### config.mk
export PLATFORM = sky130hd
export DESIGN_NAME = ee_access_ctrl
export DESIGN_NICKNAME = d
export VERILOG_FILES = /design/src/ee_pkg.sv /design/src/ee_access_ctrl.sv /design/src/ee_store.sv
export SDC_FILE = /design/constraint.sdc
export NUM_CORES = 1
export LEC_CHECK = 0
export BUFFER_PORTS_ARGS = -buffer_cell sky130_fd_sc_hd__buf_2
export CAP_MARGIN = 30
export CORE_MARGIN = 3
export CORE_UTILIZATION = 30
export CTS_CLUSTER_DIAMETER = 120
export DETAILED_ROUTE_END_ITERATION = 10
export PLACE_DENSITY_LB_ADDON = 0.2
export SETUP_SLACK_MARGIN = 0.2
export SLEW_MARGIN = 40
export SYNTH_ARGS = -nofsm -noshare
export SYNTH_HDL_FRONTEND = slang
export SYNTH_HIERARCHICAL = 1
export SYNTH_SLANG_ARGS = --single-unit
### constraint.sdc
create_clock -name core_clk -period 11.2 [get_ports core_clk]
set_clock_uncertainty 0.1 [all_clocks]
set_input_delay 2.24 -clock core_clk [delete_from_list [all_inputs] [get_ports core_clk]]
set_output_delay 2.24 -clock core_clk [all_outputs]
set_load 0.01 [all_outputs]
### src/ee_pkg.sv
// Purpose: shared constants and types for the data eeprom access controller
// Assumes: 50 MHz core clock; byte-wide special function register port
// Notes:   offsets are byte addresses on the special function register port

package ee_pkg;

	localparam logic [7:0] EE_DATA_OFS   = 8'h08;
	localparam logic [7:0] EE_ADDR_OFS   = 8'h09;
	localparam logic [7:0] EE_CTRL_OFS   = 8'h88;
	localparam logic [7:0] EE_UNLOCK_OFS = 8'h89;

	localparam int EE_RD_BIT    = 0;
	localparam int EE_WR_BIT    = 1;
	localparam int EE_ALLOW_BIT = 2;
	localparam int EE_ABORT_BIT = 3;
	localparam int EE_DONE_BIT  = 4;

	localparam logic [7:0] EE_KEY_FIRST  = 8'h55;
	localparam logic [7:0] EE_KEY_SECOND = 8'hAA;
	localparam logic [7:0] EE_ERASED     = 8'hFF;
	localparam logic [7:0] EE_BYTE_RST   = 8'h00;
	localparam logic [7:0] EE_ZERO       = 8'h00;

	localparam int EE_MEM_BYTES = 64;
	localparam int EE_MEM_AW    = 6;

	localparam int EE_CLK_PERIOD_NS = 20;
	localparam int EE_WRITE_TIME_NS = 4000000;
	localparam int EE_WRITE_CYCLES  = EE_WRITE_TIME_NS / EE_CLK_PERIOD_NS;

	typedef enum logic [1:0] {
		EE_UL_IDLE  = 2'b00,
		EE_UL_FIRST = 2'b01,
		EE_UL_ARMED = 2'b10
	} ee_unlock_e;

	typedef enum logic {
		EE_WS_IDLE = 1'b0,
		EE_WS_BUSY = 1'b1
	} ee_wstate_e;

	typedef struct packed {
		logic       wr;
		logic       rd;
		logic [7:0] addr;
		logic [7:0] wdata;
	} ee_sfr_req_s;

	typedef struct packed {
		logic                 en;
		logic                 we;
		logic [EE_MEM_AW-1:0] addr;
		logic [7:0]           wdata;
	} ee_prog_req_s;

endpackage

### src/ee_access_ctrl.sv
// Purpose: register-mapped access controller for a 64-byte data eeprom
// Assumes: reset_n is power-on reset; cpu reset events arrive separately
// Notes:   sfr reads answer one cycle after the read strobe
//
// Function
// - Byte data register and address register reach 64 bytes, 0h to 3Fh.
// - A byte write erases the location first, then stores the new value.
// - An internal timer sets write length; write ends when timer expires.
// - Code protection blocks programmer access but never cpu access.
// - Control register has five bits; bits 7:5 read zero.
// - Read-start launches a one-cycle read, self-clears; writing zero ignored.
// - Write-start runs until write finishes; software cannot clear it.
// - Write-allow permits writes when set; cleared at power-up.
// - Abort flag sets when external or watchdog reset cuts a write.
// - Data and address registers keep contents across an aborting reset.
// - Done flag sets when a write completes, held until software clears.
// - Unlock register has no storage, reads zero, only takes the sequence.
// - Write starts only after 55h, AAh to unlock, then write-start.
// - Write-start cannot be set unless write-allow is already set.
// - Read data is in the data register next cycle and stays.
// - Clearing write-allow during a write does not stop it.

`timescale 1ns/1ps

module ee_access_ctrl
	import ee_pkg::*;
#(
	parameter int WRITE_CYCLES = EE_WRITE_CYCLES,
	parameter int TIMER_W      = 24
) (
	input  wire logic         core_clk,
	input  wire logic         reset_n,
	input  wire ee_sfr_req_s  sfr_req,
	output logic        [7:0] sfr_rdata,
	input  wire logic         ext_reset_pin_n,
	input  wire logic         watchdog_reset,
	input  wire logic         code_protect,
	input  wire ee_prog_req_s prog_req,
	output logic        [7:0] prog_rdata,
	output logic              write_busy,
	output logic              write_done_irq
);

	localparam logic [TIMER_W-1:0] TIMER_LOAD = TIMER_W'(WRITE_CYCLES - 1);

	logic [7:0]           ee_data_reg;
	logic [7:0]           ee_addr_reg;
	logic                 rd_bit;
	logic                 wr_bit;
	logic                 write_allow;
	logic                 write_abort_flag;
	logic                 write_done_flag;
	ee_unlock_e           ul_state;
	ee_wstate_e           ws_state;
	logic [TIMER_W-1:0]   timer;
	logic [EE_MEM_AW-1:0] wr_addr;
	logic [7:0]           wr_data;
	logic                 wr_addr_ok;

	logic [7:0]           next_data;
	logic [7:0]           next_addr;
	logic                 next_rd;
	logic                 next_wr;
	logic                 next_allow;
	logic                 next_abort;
	logic                 next_done;
	ee_unlock_e           next_ul;
	ee_wstate_e           next_ws;
	logic [TIMER_W-1:0]   next_timer;
	logic [EE_MEM_AW-1:0] next_wr_addr;
	logic [7:0]           next_wr_data;
	logic                 next_wr_ok;
	logic [7:0]           next_sfr_rdata;
	logic [7:0]           next_prog_rdata;

	logic                 ext_sync1;
	logic                 ext_sync2;
	logic                 soft_rst;
	logic                 addr_ok;
	logic                 wr_ctrl;
	logic [7:0]           ctrl_view;
	logic                 mem_we;
	logic [EE_MEM_AW-1:0] mem_waddr;
	logic [7:0]           mem_wdata;
	logic [7:0]           cpu_cell;
	logic [7:0]           prog_cell;
	logic                 prog_ok;

	// pin reset passes two flops before anything looks at it
	always_ff @(posedge core_clk or negedge reset_n) begin
		if (!reset_n) begin
			ext_sync1 <= 1'b1;
			ext_sync2 <= 1'b1;
		end else begin
			ext_sync1 <= ext_reset_pin_n;
			ext_sync2 <= ext_sync1;
		end
	end

	assign soft_rst  = !ext_sync2 || watchdog_reset;
	assign addr_ok   = (ee_addr_reg[7:6] == 2'b00);
	assign wr_ctrl   = sfr_req.wr && (sfr_req.addr == EE_CTRL_OFS);
	assign ctrl_view = {3'b000, write_done_flag, write_abort_flag,
		write_allow, wr_bit, rd_bit};
	assign prog_ok   = prog_req.en && !code_protect;

	ee_store #(.BYTES(EE_MEM_BYTES), .AW(EE_MEM_AW)) u_store (
		.core_clk (core_clk),
		.we       (mem_we),
		.waddr    (mem_waddr),
		.wdata    (mem_wdata),
		.raddr_a  (ee_addr_reg[EE_MEM_AW-1:0]),
		.rdata_a  (cpu_cell),
		.raddr_b  (prog_req.addr),
		.rdata_b  (prog_cell)
	);

	always_comb begin
		next_data       = ee_data_reg;
		next_addr       = ee_addr_reg;
		next_rd         = 1'b0;
		next_wr         = wr_bit;
		next_allow      = write_allow;
		next_abort      = write_abort_flag;
		next_done       = write_done_flag;
		next_ul         = ul_state;
		next_ws         = ws_state;
		next_timer      = timer;
		next_wr_addr    = wr_addr;
		next_wr_data    = wr_data;
		next_wr_ok      = wr_addr_ok;
		next_sfr_rdata  = sfr_rdata;
		next_prog_rdata = prog_rdata;
		mem_we          = 1'b0;
		mem_waddr       = prog_req.addr;
		mem_wdata       = prog_req.wdata;

		if (sfr_req.rd) begin
			case (sfr_req.addr)
				EE_DATA_OFS: next_sfr_rdata = ee_data_reg;
				EE_ADDR_OFS: next_sfr_rdata = ee_addr_reg;
				EE_CTRL_OFS: next_sfr_rdata = ctrl_view;
				default:     next_sfr_rdata = EE_ZERO;
			endcase
		end

		if (sfr_req.wr && sfr_req.addr == EE_DATA_OFS) begin
			next_data = sfr_req.wdata;
		end
		if (sfr_req.wr && sfr_req.addr == EE_ADDR_OFS) begin
			next_addr = sfr_req.wdata;
		end

		// unlock keys must be the very last two sfr writes before start
		if (sfr_req.wr) begin
			next_ul = EE_UL_IDLE;
			if (sfr_req.addr == EE_UNLOCK_OFS) begin
				if (sfr_req.wdata == EE_KEY_FIRST) begin
					next_ul = EE_UL_FIRST;
				end else if (sfr_req.wdata == EE_KEY_SECOND &&
						ul_state == EE_UL_FIRST) begin
					next_ul = EE_UL_ARMED;
				end
			end
		end

		if (wr_ctrl) begin
			next_allow = sfr_req.wdata[EE_ALLOW_BIT];
			next_abort = sfr_req.wdata[EE_ABORT_BIT];
			next_done  = sfr_req.wdata[EE_DONE_BIT];
			if (sfr_req.wdata[EE_RD_BIT]) begin
				// read completes at this same edge
				next_rd   = 1'b1;
				next_data = addr_ok ? cpu_cell : EE_ZERO;
			end
			if (sfr_req.wdata[EE_WR_BIT] && write_allow &&
					ul_state == EE_UL_ARMED &&
					ws_state == EE_WS_IDLE && !soft_rst) begin
				next_wr      = 1'b1;
				next_ws      = EE_WS_BUSY;
				next_timer   = TIMER_LOAD;
				next_wr_addr = ee_addr_reg[EE_MEM_AW-1:0];
				next_wr_data = ee_data_reg;
				next_wr_ok   = addr_ok;
				mem_we       = addr_ok;
				mem_waddr    = ee_addr_reg[EE_MEM_AW-1:0];
				mem_wdata    = EE_ERASED;
			end
		end

		case (ws_state)
			EE_WS_IDLE: begin
				if (!mem_we && prog_ok && prog_req.we) begin
					mem_we = 1'b1;
				end
			end
			EE_WS_BUSY: begin
				if (timer == '0) begin
					next_wr   = 1'b0;
					next_ws   = EE_WS_IDLE;
					next_done = 1'b1;
					mem_we    = wr_addr_ok && !soft_rst;
					mem_waddr = wr_addr;
					mem_wdata = wr_data;
				end else begin
					next_timer = timer - 1'b1;
				end
			end
			default: next_ws = EE_WS_IDLE;
		endcase

		next_prog_rdata = prog_ok ? prog_cell : EE_ZERO;

		// cpu reset: data and address deliberately left untouched
		if (soft_rst) begin
			next_rd    = 1'b0;
			next_wr    = 1'b0;
			next_allow = 1'b0;
			next_ul    = EE_UL_IDLE;
			next_ws    = EE_WS_IDLE;
			next_data  = ee_data_reg;
			next_addr  = ee_addr_reg;
			if (ws_state == EE_WS_BUSY) begin
				next_abort = 1'b1;
			end
		end
	end

	always_ff @(posedge core_clk or negedge reset_n) begin
		if (!reset_n) begin
			ee_data_reg      <= EE_BYTE_RST;
			ee_addr_reg      <= EE_BYTE_RST;
			rd_bit           <= 1'b0;
			wr_bit           <= 1'b0;
			write_allow      <= 1'b0;
			write_abort_flag <= 1'b0;
			write_done_flag  <= 1'b0;
			ul_state         <= EE_UL_IDLE;
			ws_state         <= EE_WS_IDLE;
			timer            <= '0;
			wr_addr          <= '0;
			wr_data          <= EE_BYTE_RST;
			wr_addr_ok       <= 1'b0;
			sfr_rdata        <= EE_ZERO;
			prog_rdata       <= EE_ZERO;
		end else begin
			ee_data_reg      <= next_data;
			ee_addr_reg      <= next_addr;
			rd_bit           <= next_rd;
			wr_bit           <= next_wr;
			write_allow      <= next_allow;
			write_abort_flag <= next_abort;
			write_done_flag  <= next_done;
			ul_state         <= next_ul;
			ws_state         <= next_ws;
			timer            <= next_timer;
			wr_addr          <= next_wr_addr;
			wr_data          <= next_wr_data;
			wr_addr_ok       <= next_wr_ok;
			sfr_rdata        <= next_sfr_rdata;
			prog_rdata       <= next_prog_rdata;
		end
	end

	assign write_busy     = wr_bit;
	assign write_done_irq = write_done_flag;

	a_ctrl_upper_zero: assert property (@(posedge core_clk) disable iff (!reset_n)
		sfr_req.rd && sfr_req.addr == EE_CTRL_OFS |=> sfr_rdata[7:5] == 3'b000)
		else $error("control upper bits not zero");
	a_unlock_reads_zero: assert property (@(posedge core_clk) disable iff (!reset_n)
		sfr_req.rd && sfr_req.addr == EE_UNLOCK_OFS |=> sfr_rdata == EE_ZERO)
		else $error("unlock register read nonzero");
	// a fresh read-start in the same cycle legally keeps the bit up
	a_read_pulse: assert property (@(posedge core_clk) disable iff (!reset_n)
		rd_bit && !(wr_ctrl && sfr_req.wdata[EE_RD_BIT]) |=> !rd_bit)
		else $error("read start bit held");
	a_read_data: assert property (@(posedge core_clk) disable iff (!reset_n)
		wr_ctrl && sfr_req.wdata[EE_RD_BIT] && addr_ok && !soft_rst
		|=> ee_data_reg == $past(cpu_cell) && rd_bit)
		else $error("read data not loaded next cycle");
	a_start_gated: assert property (@(posedge core_clk) disable iff (!reset_n)
		$rose(wr_bit) |-> $past(write_allow) && $past(ul_state) == EE_UL_ARMED
			&& $past(wr_ctrl))
		else $error("write started without unlock or allow");
	a_wr_no_clear: assert property (@(posedge core_clk) disable iff (!reset_n)
		wr_bit && timer != '0 && !soft_rst |=> wr_bit && timer == $past(timer) - 1'b1)
		else $error("write cut short without reset");
	a_write_finish: assert property (@(posedge core_clk) disable iff (!reset_n)
		wr_bit && timer == '0 |=> !wr_bit && write_done_flag)
		else $error("write end did not set done");
	a_abort_flag: assert property (@(posedge core_clk) disable iff (!reset_n)
		wr_bit && soft_rst |=> write_abort_flag && !wr_bit)
		else $error("aborted write not flagged");
	a_regs_kept: assert property (@(posedge core_clk) disable iff (!reset_n)
		soft_rst |=> $stable(ee_data_reg) && $stable(ee_addr_reg))
		else $error("data or address lost on reset");
	a_prog_blocked: assert property (@(posedge core_clk) disable iff (!reset_n)
		code_protect |-> !(mem_we && ws_state == EE_WS_IDLE && !wr_ctrl))
		else $error("programmer wrote while protected");

endmodule // ee_access_ctrl

### src/ee_store.sv
// Purpose: byte array that stands in for the data eeprom cells
// Assumes: one write port, two asynchronous read ports
// Notes:   no reset; cell contents survive every reset like real cells

`timescale 1ns/1ps

module ee_store
	import ee_pkg::*;
#(
	parameter int BYTES = EE_MEM_BYTES,
	parameter int AW    = EE_MEM_AW
) (
	input  wire logic          core_clk,
	input  wire logic          we,
	input  wire logic [AW-1:0] waddr,
	input  wire logic [7:0]    wdata,
	input  wire logic [AW-1:0] raddr_a,
	output logic      [7:0]    rdata_a,
	input  wire logic [AW-1:0] raddr_b,
	output logic      [7:0]    rdata_b
);

	logic [7:0] cells [BYTES];

	always_ff @(posedge core_clk) begin
		if (we) begin
			cells[waddr] <= wdata;
		end
	end

	assign rdata_a = cells[raddr_a];
	assign rdata_b = cells[raddr_b];

endmodule // ee_store
; Yosys cells after proc, flatten, opt, wreduce, memory -nomap -nowiden
; Memory sizes are Yosys's and may differ from the RTL's.
; Index checks and enable logic that the tools add are counted.
[word_totals]
memories = 1
out_inout_bits = 18
ramBits = 512
inputBits = 39
ff_bits = 81
[classes]
bitwise_logic = 2
n_reduce_logical = 23
add_sub_neg = 1
n_mux = 51
eq_ne = 8
[memory_table]
columns = name, words, width, read_ports, rd_ports_with_merged_regs, write_ports, line
row1 = u_store.cells, 64, 8, 2, 0, 1, ee_store.sv:23  ; logic [7:0] cells [BYTES];
[ops]
columns = op, n
row1 = 24-bit two-way mux, 4
row2 = 8-bit two-way mux, 9
row3 = 1-bit two-way mux, 27
row4 = "8-bit == test, second input constant", 3
row5 = 24-bit logical NOT, 1
row6 = 6-bit two-way mux, 4
row7 = 8-bit case mux with 3 select lines, 1
row8 = "24-bit by 1-bit subtractor with 24-bit output, second input constant", 1
row9 = "8-bit by 4-bit == test with 1-bit output, second input constant", 2
row10 = 1-bit logical AND, 12
row11 = 2-bit two-way mux, 5
row12 = "8-bit by 7-bit == test with 1-bit output, second input constant", 1
row13 = 1-bit logical NOT, 4
row14 = 2-bit AND reduction, 2
row15 = 2-bit nonzero test, 2
row16 = "2-bit by 1-bit == test with 1-bit output, second input constant", 1
row17 = "2-bit == test, second input constant", 1
row18 = 2-bit logical NOT, 1
row19 = 1-bit inverter, 2
row20 = 1-bit case mux with 2 select lines, 1
row21 = 1-bit logical OR, 1

; Logic depth before layout (Yosys ltp)
; Gate-level depths: netlist of the first run.
[logic_depth]
word_depth = 13
mapped_depth = 13
ltp_nobuf = 10

; By module
; Netlist of the first run, hierarchy kept.
[by_module_without_submodules]
columns = mod, cells_each, instances, area_each_um2, seq_area_each_um2
row1 = ee_store, 1195, 1, 23954.2, 15374.7
row2 = ee_access_ctrl, 411, 1, 4063.9, 2029.4

; Worst setup path after synthesis of the first run
; Ideal clock, no wire load.
[synth_timing]
kind = input to register
from = input sfr_req[8] (netlist bit)
to = memory u_store.cells[48][0] (enable)
n_path_buf = 3
cell_stages = 11
setup_slack_ns = 6.041
setup_ns = 0.383
t_required_ns = 10.717
arrival_time_ns = 4.675
path_cell_list = clkbuf_1 -> nor2b_1 -> clkbuf_1 -> and3_1 -> and2b_1 -> clkbuf_1 -> nand2_1 -> nand3_1 -> nor2b_1 -> nand4b_1 -> nor3_1
[synth_rtl]
columns = item, line
row1 = from (decl), ee_access_ctrl.sv:33  ; input wire ee_sfr_req_s sfr_req,
row2 = 8-bit == test *, ee_access_ctrl.sv:102  ; assign wr_ctrl = sfr_req.wr && (sfr_req.addr == EE_CTRL_OFS);
row3 = 1-bit logical AND *, ee_access_ctrl.sv:102
row4 = 6-bit two-way mux *, ee_access_ctrl.sv:167  ; if (wr_ctrl) begin
row5 = 6-bit two-way mux, ee_access_ctrl.sv:198  ; if (timer == '0) begin
row6 = 6-bit two-way mux *, ee_access_ctrl.sv:191  ; case (ws_state)
row7 = named net mem_waddr[4], ee_access_ctrl.sv:83  ; logic [EE_MEM_AW-1:0] mem_waddr;
row8 = to (decl), ee_store.sv:23
; The timed path passes the listed nets; every way through them passes the cells marked *.

; Worst setup path after layout of the first run
[layout_timing]
from = input sfr_req[10] (netlist bit)
to = memory u_store.cells[27][3] (enable)
; Same word-level chain as after synthesis.

==> results of run 1 <==
## per-stage QoR
stage / utilization, % / setup WS, ns / std cells / hold slack (ns) / cell area [sq um]
after floorplan: - / 6.04 / 1606 / 0.245 / 28000
after global placement: 32.1 / 4.55 / 2812 / 0.250 / 29500
after detailed placement: 32.3 / 4.47 / 2822 / 0.249 / 29800
after CTS: 34.7 / 5.08 / 2938 / 0.261 / 32000
after global routing: 34.8 / 5.17 / 2938 / 0.265 / 32000
final: 34.8 / 5.27 / 2939 / 0.260 / 32000
## layout by cell type (no fill, tap or decap), types with 8 or more instances in the layout
master,Yosys,final
buf_2,35,52
dfrtp_1,79,76
edfxtp_1,512,512
clkbuf_1,46,13
mux2i_1,86,86
o22ai_1,29,29
nor2b_1,11,10
nand2_1,91,89
clkinv_2,0,10
a22oi_1,14,14
o21ai_0,23,23
clkbuf_16,0,71
nor2_1,106,99
buf_12,0,9
inv_1,18,18
nand2b_1,11,11
and2_1,12,12
mux2_2,11,11
a21oi_1,28,28
buf_6,5,8
nand4_1,10,10
bufinv_16,0,8
buf_4,12,14
mux4_2,270,270
nor3_1,12,10
nand3_1,39,37
o21ai_1,8,8
## layer usage
metal,track usage [%],wire [um],up-vias
li1,-,-,6749
met1,25.6,38100,8919
met2,27.9,40700,770
met3,3.48,6960,138
met4,5.26,2340,4
met5,0,23,-
## final cells by class
cell class / count / area (sq um) / share of cell area [%]
diodes: 1 / 2.50 / 0.00781
clock buffers: 86 / 1850 / 5.78
clock inverters: 30 / 365 / 1.14
inverters: 19 / 71.3 / 0.223
multi-input cells: 883 / 10100 / 31.6
flip-flops and latches: 593 / 17400 / 54.4
well taps: 1243 / 1560 / 4.85
repair buffers: 84 / 649 / 2.03
## power by group
group	leakage (uW)	switching (uW)	total, uW	internal, uW
Clock	0.00108	875	2230	1350
Sequential	0.00564	6.67	2410	2410
Combinational	0.00340	178	276	97.4
## final timing paths
path / startpoint / endpoint / slack [ns] / cells past startpoint
setup / recovery: sfr_req[10] / u_store/cells[27][3]$_DFFE_PP_ / 5.27 / 9
hold / removal: ext_sync1$_DFF_PN1_ / ext_sync2$_DFF_PN1_ / 0.26 / 0
setup reg to reg: timer[18]$_DFF_PN0_ / u_store/cells[28][4]$_DFFE_PP_ / 6.26 / 7
hold reg to reg: ext_sync1$_DFF_PN1_ / ext_sync2$_DFF_PN1_ / 0.26 / 0
max in group asynchronous: reset_n / ee_addr_reg[0]$_DFFE_PN0P_ / 8.66 / 2
min in group asynchronous: reset_n / timer[19]$_DFF_PN0_ / 1.43 / 1
## critical path, stage by stage
cell and delay, ns:
buf_2 0.10, nor4b_2 0.44, nand4_1 0.27, and2b_2 0.61, nand2_1 0.15, nand3_1 0.36, nor2b_1 0.25, nand3_1 0.69
nor2_1 0.90
## cells by family (layout without fill, tap and decap cells)
family          Yosys count  after routing  share of synthesized area, %
simple gates            336            336                          5.93
compound gates          176            176                          4.39
flops                   593            593                          62.1
mux                     367            367                          25.2
xor+xnor                  2              2                        0.0625
other cells               0              1                             0
buf+inv                 130            219                          2.19
fa+ha+maj                 2              2                        0.0893
## cells in the mapped netlist (13+ instances only)
library cell,n
dfrtp_1,79
edfxtp_1,512
buf_2,35
nand3_1,39
o22ai_1,29
nand2_1,91
mux4_2,270
a21oi_1,28
inv_1,18
a22oi_1,14
clkbuf_1,46
mux2i_1,86
nor2_1,106
buf_1,13
o21ai_0,23
==> metrics.md, run 1 <==
| Metric | Value |
|---|---|
| Run status | completed |
| DRC violations left | 0 |
| Post-route ant nets | 0 |
| HP Class | reg -> reg |
| Total CTS buffers | slightly below 70 |
| Final hold vios | 0 |
| Root Driver | clkbuf_16 |
| Worst slew pin tran | around 0.9 ns |
| Routed WL | 88100 um |
| GRT Total Usage | roughly 18% |
| Clock net sink count | 593 |
| Fmax | between 150 and 200 MHz |
| Fillers | about 8600 |
| Leakage | between 0.01 and 0.015 uW |
| PortBufs | between 50 and 60 |
| Share of cells above drive strength 1 | 30.0% |
| Final HPWL DP | approximately 59000 um |
| Violation count after the first detailed-route iteration | roughly 1700 |
| Number of global-route vias before repair | ~17000 |
| Core Area | between 0.09 and 0.1 sq mm |
| Setup_tns | 0 ns |
| Netlist cell types | 71 |
| Initial Util | a little under a third |
| Htree depth | 3 |
| GRT overflow | 0 |
| Maximum clock insertion buffer count | 3 |
| Cells after synthesis | about 1600 |
| Crit path time final | between 5 and 6 ns |
| Die H | roughly 310 um |
| IO Pins | 57 |
| Synth top area cells | edfxtp_1 55%, mux4_2 22%, dfrtp_1 7.1% |
| Synth Register Bits | just under 600 |
| Final period util | approximately 53% |
| Yosys top cell area share | between 50% and 60% |
| Register bank with the most flops | u_store/cells |
| CP Data Arrival Time | 6.04 ns |
| Worst-path fanout max | 23 |
| First-pass GRT wire length | between 100000 and 150000 um |
| Placer Congestion | about 0.86 |
| CTS tree | built |
| Number of max-cap violations | 0 |
| Slew Limit Fails | 0 |
| Tot Pwr | between 4000 and 5000 uW |
| Initial antenna violation count | 4 |
| Hold_buf cts | 0 |
| Pin count of the biggest net entering global routing | 64 |
| RSZ-0062 raised after global routing | no |
| Syn-to-layout area delta | 14.4% |
| Ys Warns | 6 |
| Part of the Yosys area used for sequential elements | 62.1% |
| Mapped Nets | between 1500 and 2000 |
| # setup viols final | 0 |
| Mapped cell area | between 0.02 and 0.03 sq mm |
| Nets | about 1700 |
| Total setup buffers inserted after CTS | 0 |
| Syn avg cell area | ~17 sq um |
| CTS resizes | 0 |
| Post-synth top flop | edfxtp_1 |
| Vias | between 15000 and 20000 |
| Chip Width | between 300 and 400 um |
| Crit Path Class | in -> reg |
| Largest regs | u_store/cells (512), timer (24) |
| WL/cell | around 30 um |
| P per Cell Area | ~150 mW/mm^2 |
| Startpoint Class | primary input |
| Crit path capture type | register |
| Cell taking the most area after synthesis | edfxtp_1 |
| Cell row count | 111 |
| Number of vias per cell | 5.64 |
| Max_slew headroom | slightly below 40% |
| Max reg flops | 512 |
| Clock Latency Late Sink | approximately 0.6 ns |
| Die area | a little under 0.1 sq mm |
| Peak VDD IR | 91.8 uV |
| EDFF count, synth | roughly 510 |
| Data required, critical path | about 11 ns |
| Synth async-reset ratio | a little over an eighth |
| DRT Pass-1 Iters | 5 |
| Reg clk slew, reported paths | ~0.060 ns |
(Power assumes the default switching activity.)
==> run 2: changes to the inputs <==
==> constraint.sdc (replaced) <==
create_clock -name core_clk -period 4.98 [get_ports core_clk]
set_clock_uncertainty 0.1 [all_clocks]
set_input_delay 0.996 -clock core_clk [delete_from_list [all_inputs] [get_ports core_clk]]
set_output_delay 0.996 -clock core_clk [all_outputs]
set_load 0.01 [all_outputs]
==> metrics.md, run 2 (synthesis results as in run 1) <==
| Metric | Value |
|---|---|
| Critical path cell sequence | nor4_1 -> and4b_1 -> and3_1 -> nand2_1 -> nand3_1 -> nor2b_1 -> nand2_1 -> buf_4 -> nor2_1 -> buf_4 |
| Logic gate share of total power | approximately 5.5% |
| Worst Reg2Reg Path Length in Cells | 10 |
| Peak VDD IR | 215 uV |
| Crit Path Class | reg -> reg |
| RSZ-0062 raised after global routing | no |
| Run status | completed |
| Diode count | 0 |
| Slew Limit Fails | 0 |
| Final HPWL DP | ~60000 um |
| R2r setup slk | approximately 1.1 ns |
| Met2 usage | between 20 and 30% |
| CP Data Arrival Time | ~4 ns |
| DRT Pass-1 Iters | 5 |
| Clock Power Share | around 46% |
| Max reg flops | between 500 and 600 |
| Reg-to-reg startpoint | timer[18]$_DFF_PN0_ |
| Switching portion of total power | 21.7% |
| Routed WL | 87800 um |
| Total CTS buffers | 68 |
| Number of global-route vias before repair | 17200 |
| Syn-to-layout area delta | 17.3% |
| # setup viols final | 0 |
| Core Area | between 0.09 and 0.1 sq mm |
| Most used routing layer | met2 |
| HP Class | reg -> reg |
| GRT overflow | 0 |
| Fillers | 8601 |
| Pin count of the biggest net entering global routing | around 80 |
| Largest regs | u_store/cells (512), timer (24) |
| Worst-path fanout max | 10 |
| Cell row count | around 110 |
| Total setup buffers inserted after CTS | 0 |
| CTS tree | built |
| Hold_buf cts | 0 |
| Register bank with the most flops | u_store/cells |
| Setup crit start | timer[18]$_DFF_PN0_ |
| Clock Latency Late Sink | around 0.6 ns |
| Reg clk slew, reported paths | 0.06 ns |
| Crit path capture type | register |
| Worst slew pin tran | 0.822 ns |
| Leakage | 0.0107 uW |
| Setup_tns | 0 ns |
| WL/cell | roughly 29 um |
| Startpoint Class | register |
| Crit path time final | 3.89 ns |
| PortBufs | 56 |
| Commonest non-fill, non-tap cell in the layout | edfxtp_1 |
| Placer Congestion | approximately 0.84 |
| RR Endpoint | u_store/cells[20][4]$_DFFE_PP_ |
| Violation count after the first detailed-route iteration | around 1700 |
| Data required, critical path | just over 5 ns |
| Final hold vios | 0 |
| Share of cells above drive strength 1 | roughly a third |
| Met1 global-route usage | around a quarter |
| Fmax | ~260 MHz |
| Chip Width | roughly 310 um |
| P per Cell Area | ~340 mW/mm^2 |
| Die area | between 0.09 and 0.1 sq mm |
| Register share of total power | between 40% and 50% |
| CP peak stage delay | between 0.5 and 0.6 ns |
| Initial Util | 30.4% |
| GRT Total Usage | roughly 18% |
| Final period util | between 70% and 80% |
| Nets | approximately 1800 |
| Htree depth | 3 |
| Initial antenna violation count | 2 |
| CP endpoint | u_store/cells[20][4]$_DFFE_PP_ |
| GR Layer Usage met3 | under 10% |
| Number of max-cap violations | 0 |
| P_sw | 2440 uW |
| Post-route ant nets | 0 |
| Root Driver | clkbuf_16 |
| Die H | 312 um |
| Max_slew headroom | between 40% and 50% |
| CTS resizes | 0 |
| IO Pins | 57 |
| Clock net sink count | 593 |
| WHS | between 0.2 and 0.3 ns |
| Slowest CP cell | nor4_1 |
| Number of vias per cell | 5.51 |
| DRC violations left | 0 |
| First-pass GRT wire length | approximately 130000 um |
| Vias | between 15000 and 20000 |
| Most frequent cells in the layout | 512 x edfxtp_1, 270 x mux4_2, 128 x buf_4, 105 x nor2_1, 91 x nand2_1 |
| Internal power | around 9000 uW |
| Maximum clock insertion buffer count | 3 |
==> run 2: cell types whose count changed in the layout (fill, tap and decap cells not counted), moves of 4 or more <==
cell,previous run,this run
buf_4,14,128
buf_6,8,1
clkinv_1,5,9
nor2_1,99,105
nor2_2,7,1
o22a_2,1,8
o22a_4,7,0
==> run 2: per-stage QoR <==
step	cells	power, uW	setup slack, ns	area [sq um]	util [%]
6_report	3055	11200	1.09	32900	35.7
5_1_grt	3055	11600	0.955	32900	35.7
4_1_cts	3055	11300	1.17	32900	35.7
3_5_place_dp	2933	6150	0.673	30600	33.2
3_3_place_gp	2933	6150	0.735	30500	33.2
2_1_floorplan	1606	5870	1.07	28000	-
==> run 2: layout make-up <==
cell class              count  area (sq um)  area share [%]
clock inverters            35           409            1.24
flip-flops and latches    593         17400            53.0
repair buffers            195          1500            4.56
clock buffers              87          1890            5.75
multi-input cells         883         10000            30.5
inverters                  19          71.3           0.217
well taps                1243          1560            4.73
==> run 2: worst min-delay path by stage <==
| stage | start | end | slack [ns] | cells after the start |
|---|---|---|---|---|
| 2_1_floorplan | ext_sync1$_DFF_PN1_ | ext_sync2$_DFF_PN1_ | 0.25 | 0 |
| 3_3_place_gp | ext_sync1$_DFF_PN1_ | ext_sync2$_DFF_PN1_ | 0.25 | 0 |
| 3_5_place_dp | ext_sync1$_DFF_PN1_ | ext_sync2$_DFF_PN1_ | 0.25 | 0 |
| 4_1_cts | ext_sync1$_DFF_PN1_ | ext_sync2$_DFF_PN1_ | 0.27 | 0 |
| 5_1_grt | ext_sync1$_DFF_PN1_ | ext_sync2$_DFF_PN1_ | 0.27 | 0 |
| 6_report | ext_sync1$_DFF_PN1_ | ext_sync2$_DFF_PN1_ | 0.26 | 0 |
==> run 2: critical path, delay by kind of cell, from the launching register on <==
| kind | cells | cell delay [ns] |
|---|---|---|
| AND/OR/NAND/NOR | 8 | 2.58 |
| buffers and inverters | 2 | 0.47 |
| flip-flops | 1 | 0.45 |
==> run 2: power by group through the flow <==
| stage | Sequential [uW] | Clock [uW] | Combinational, uW |
|---|---|---|---|
| floorplan | 5520 | 0 | 351 |
| global placement | 5530 | 0 | 620 |
| detailed placement | 5530 | 0 | 622 |
| CTS | 5420 | 5300 | 623 |
| global route | 5420 | 5490 | 651 |
| finish | 5420 | 5180 | 620 |
==> run 2: routing by layer <==
metal  share of wire (%)  routed length (um)
met5               0.014                  12
met4                 2.4                2090
met1                  45               39400
met3                 6.3                5490
met2                  46               40800
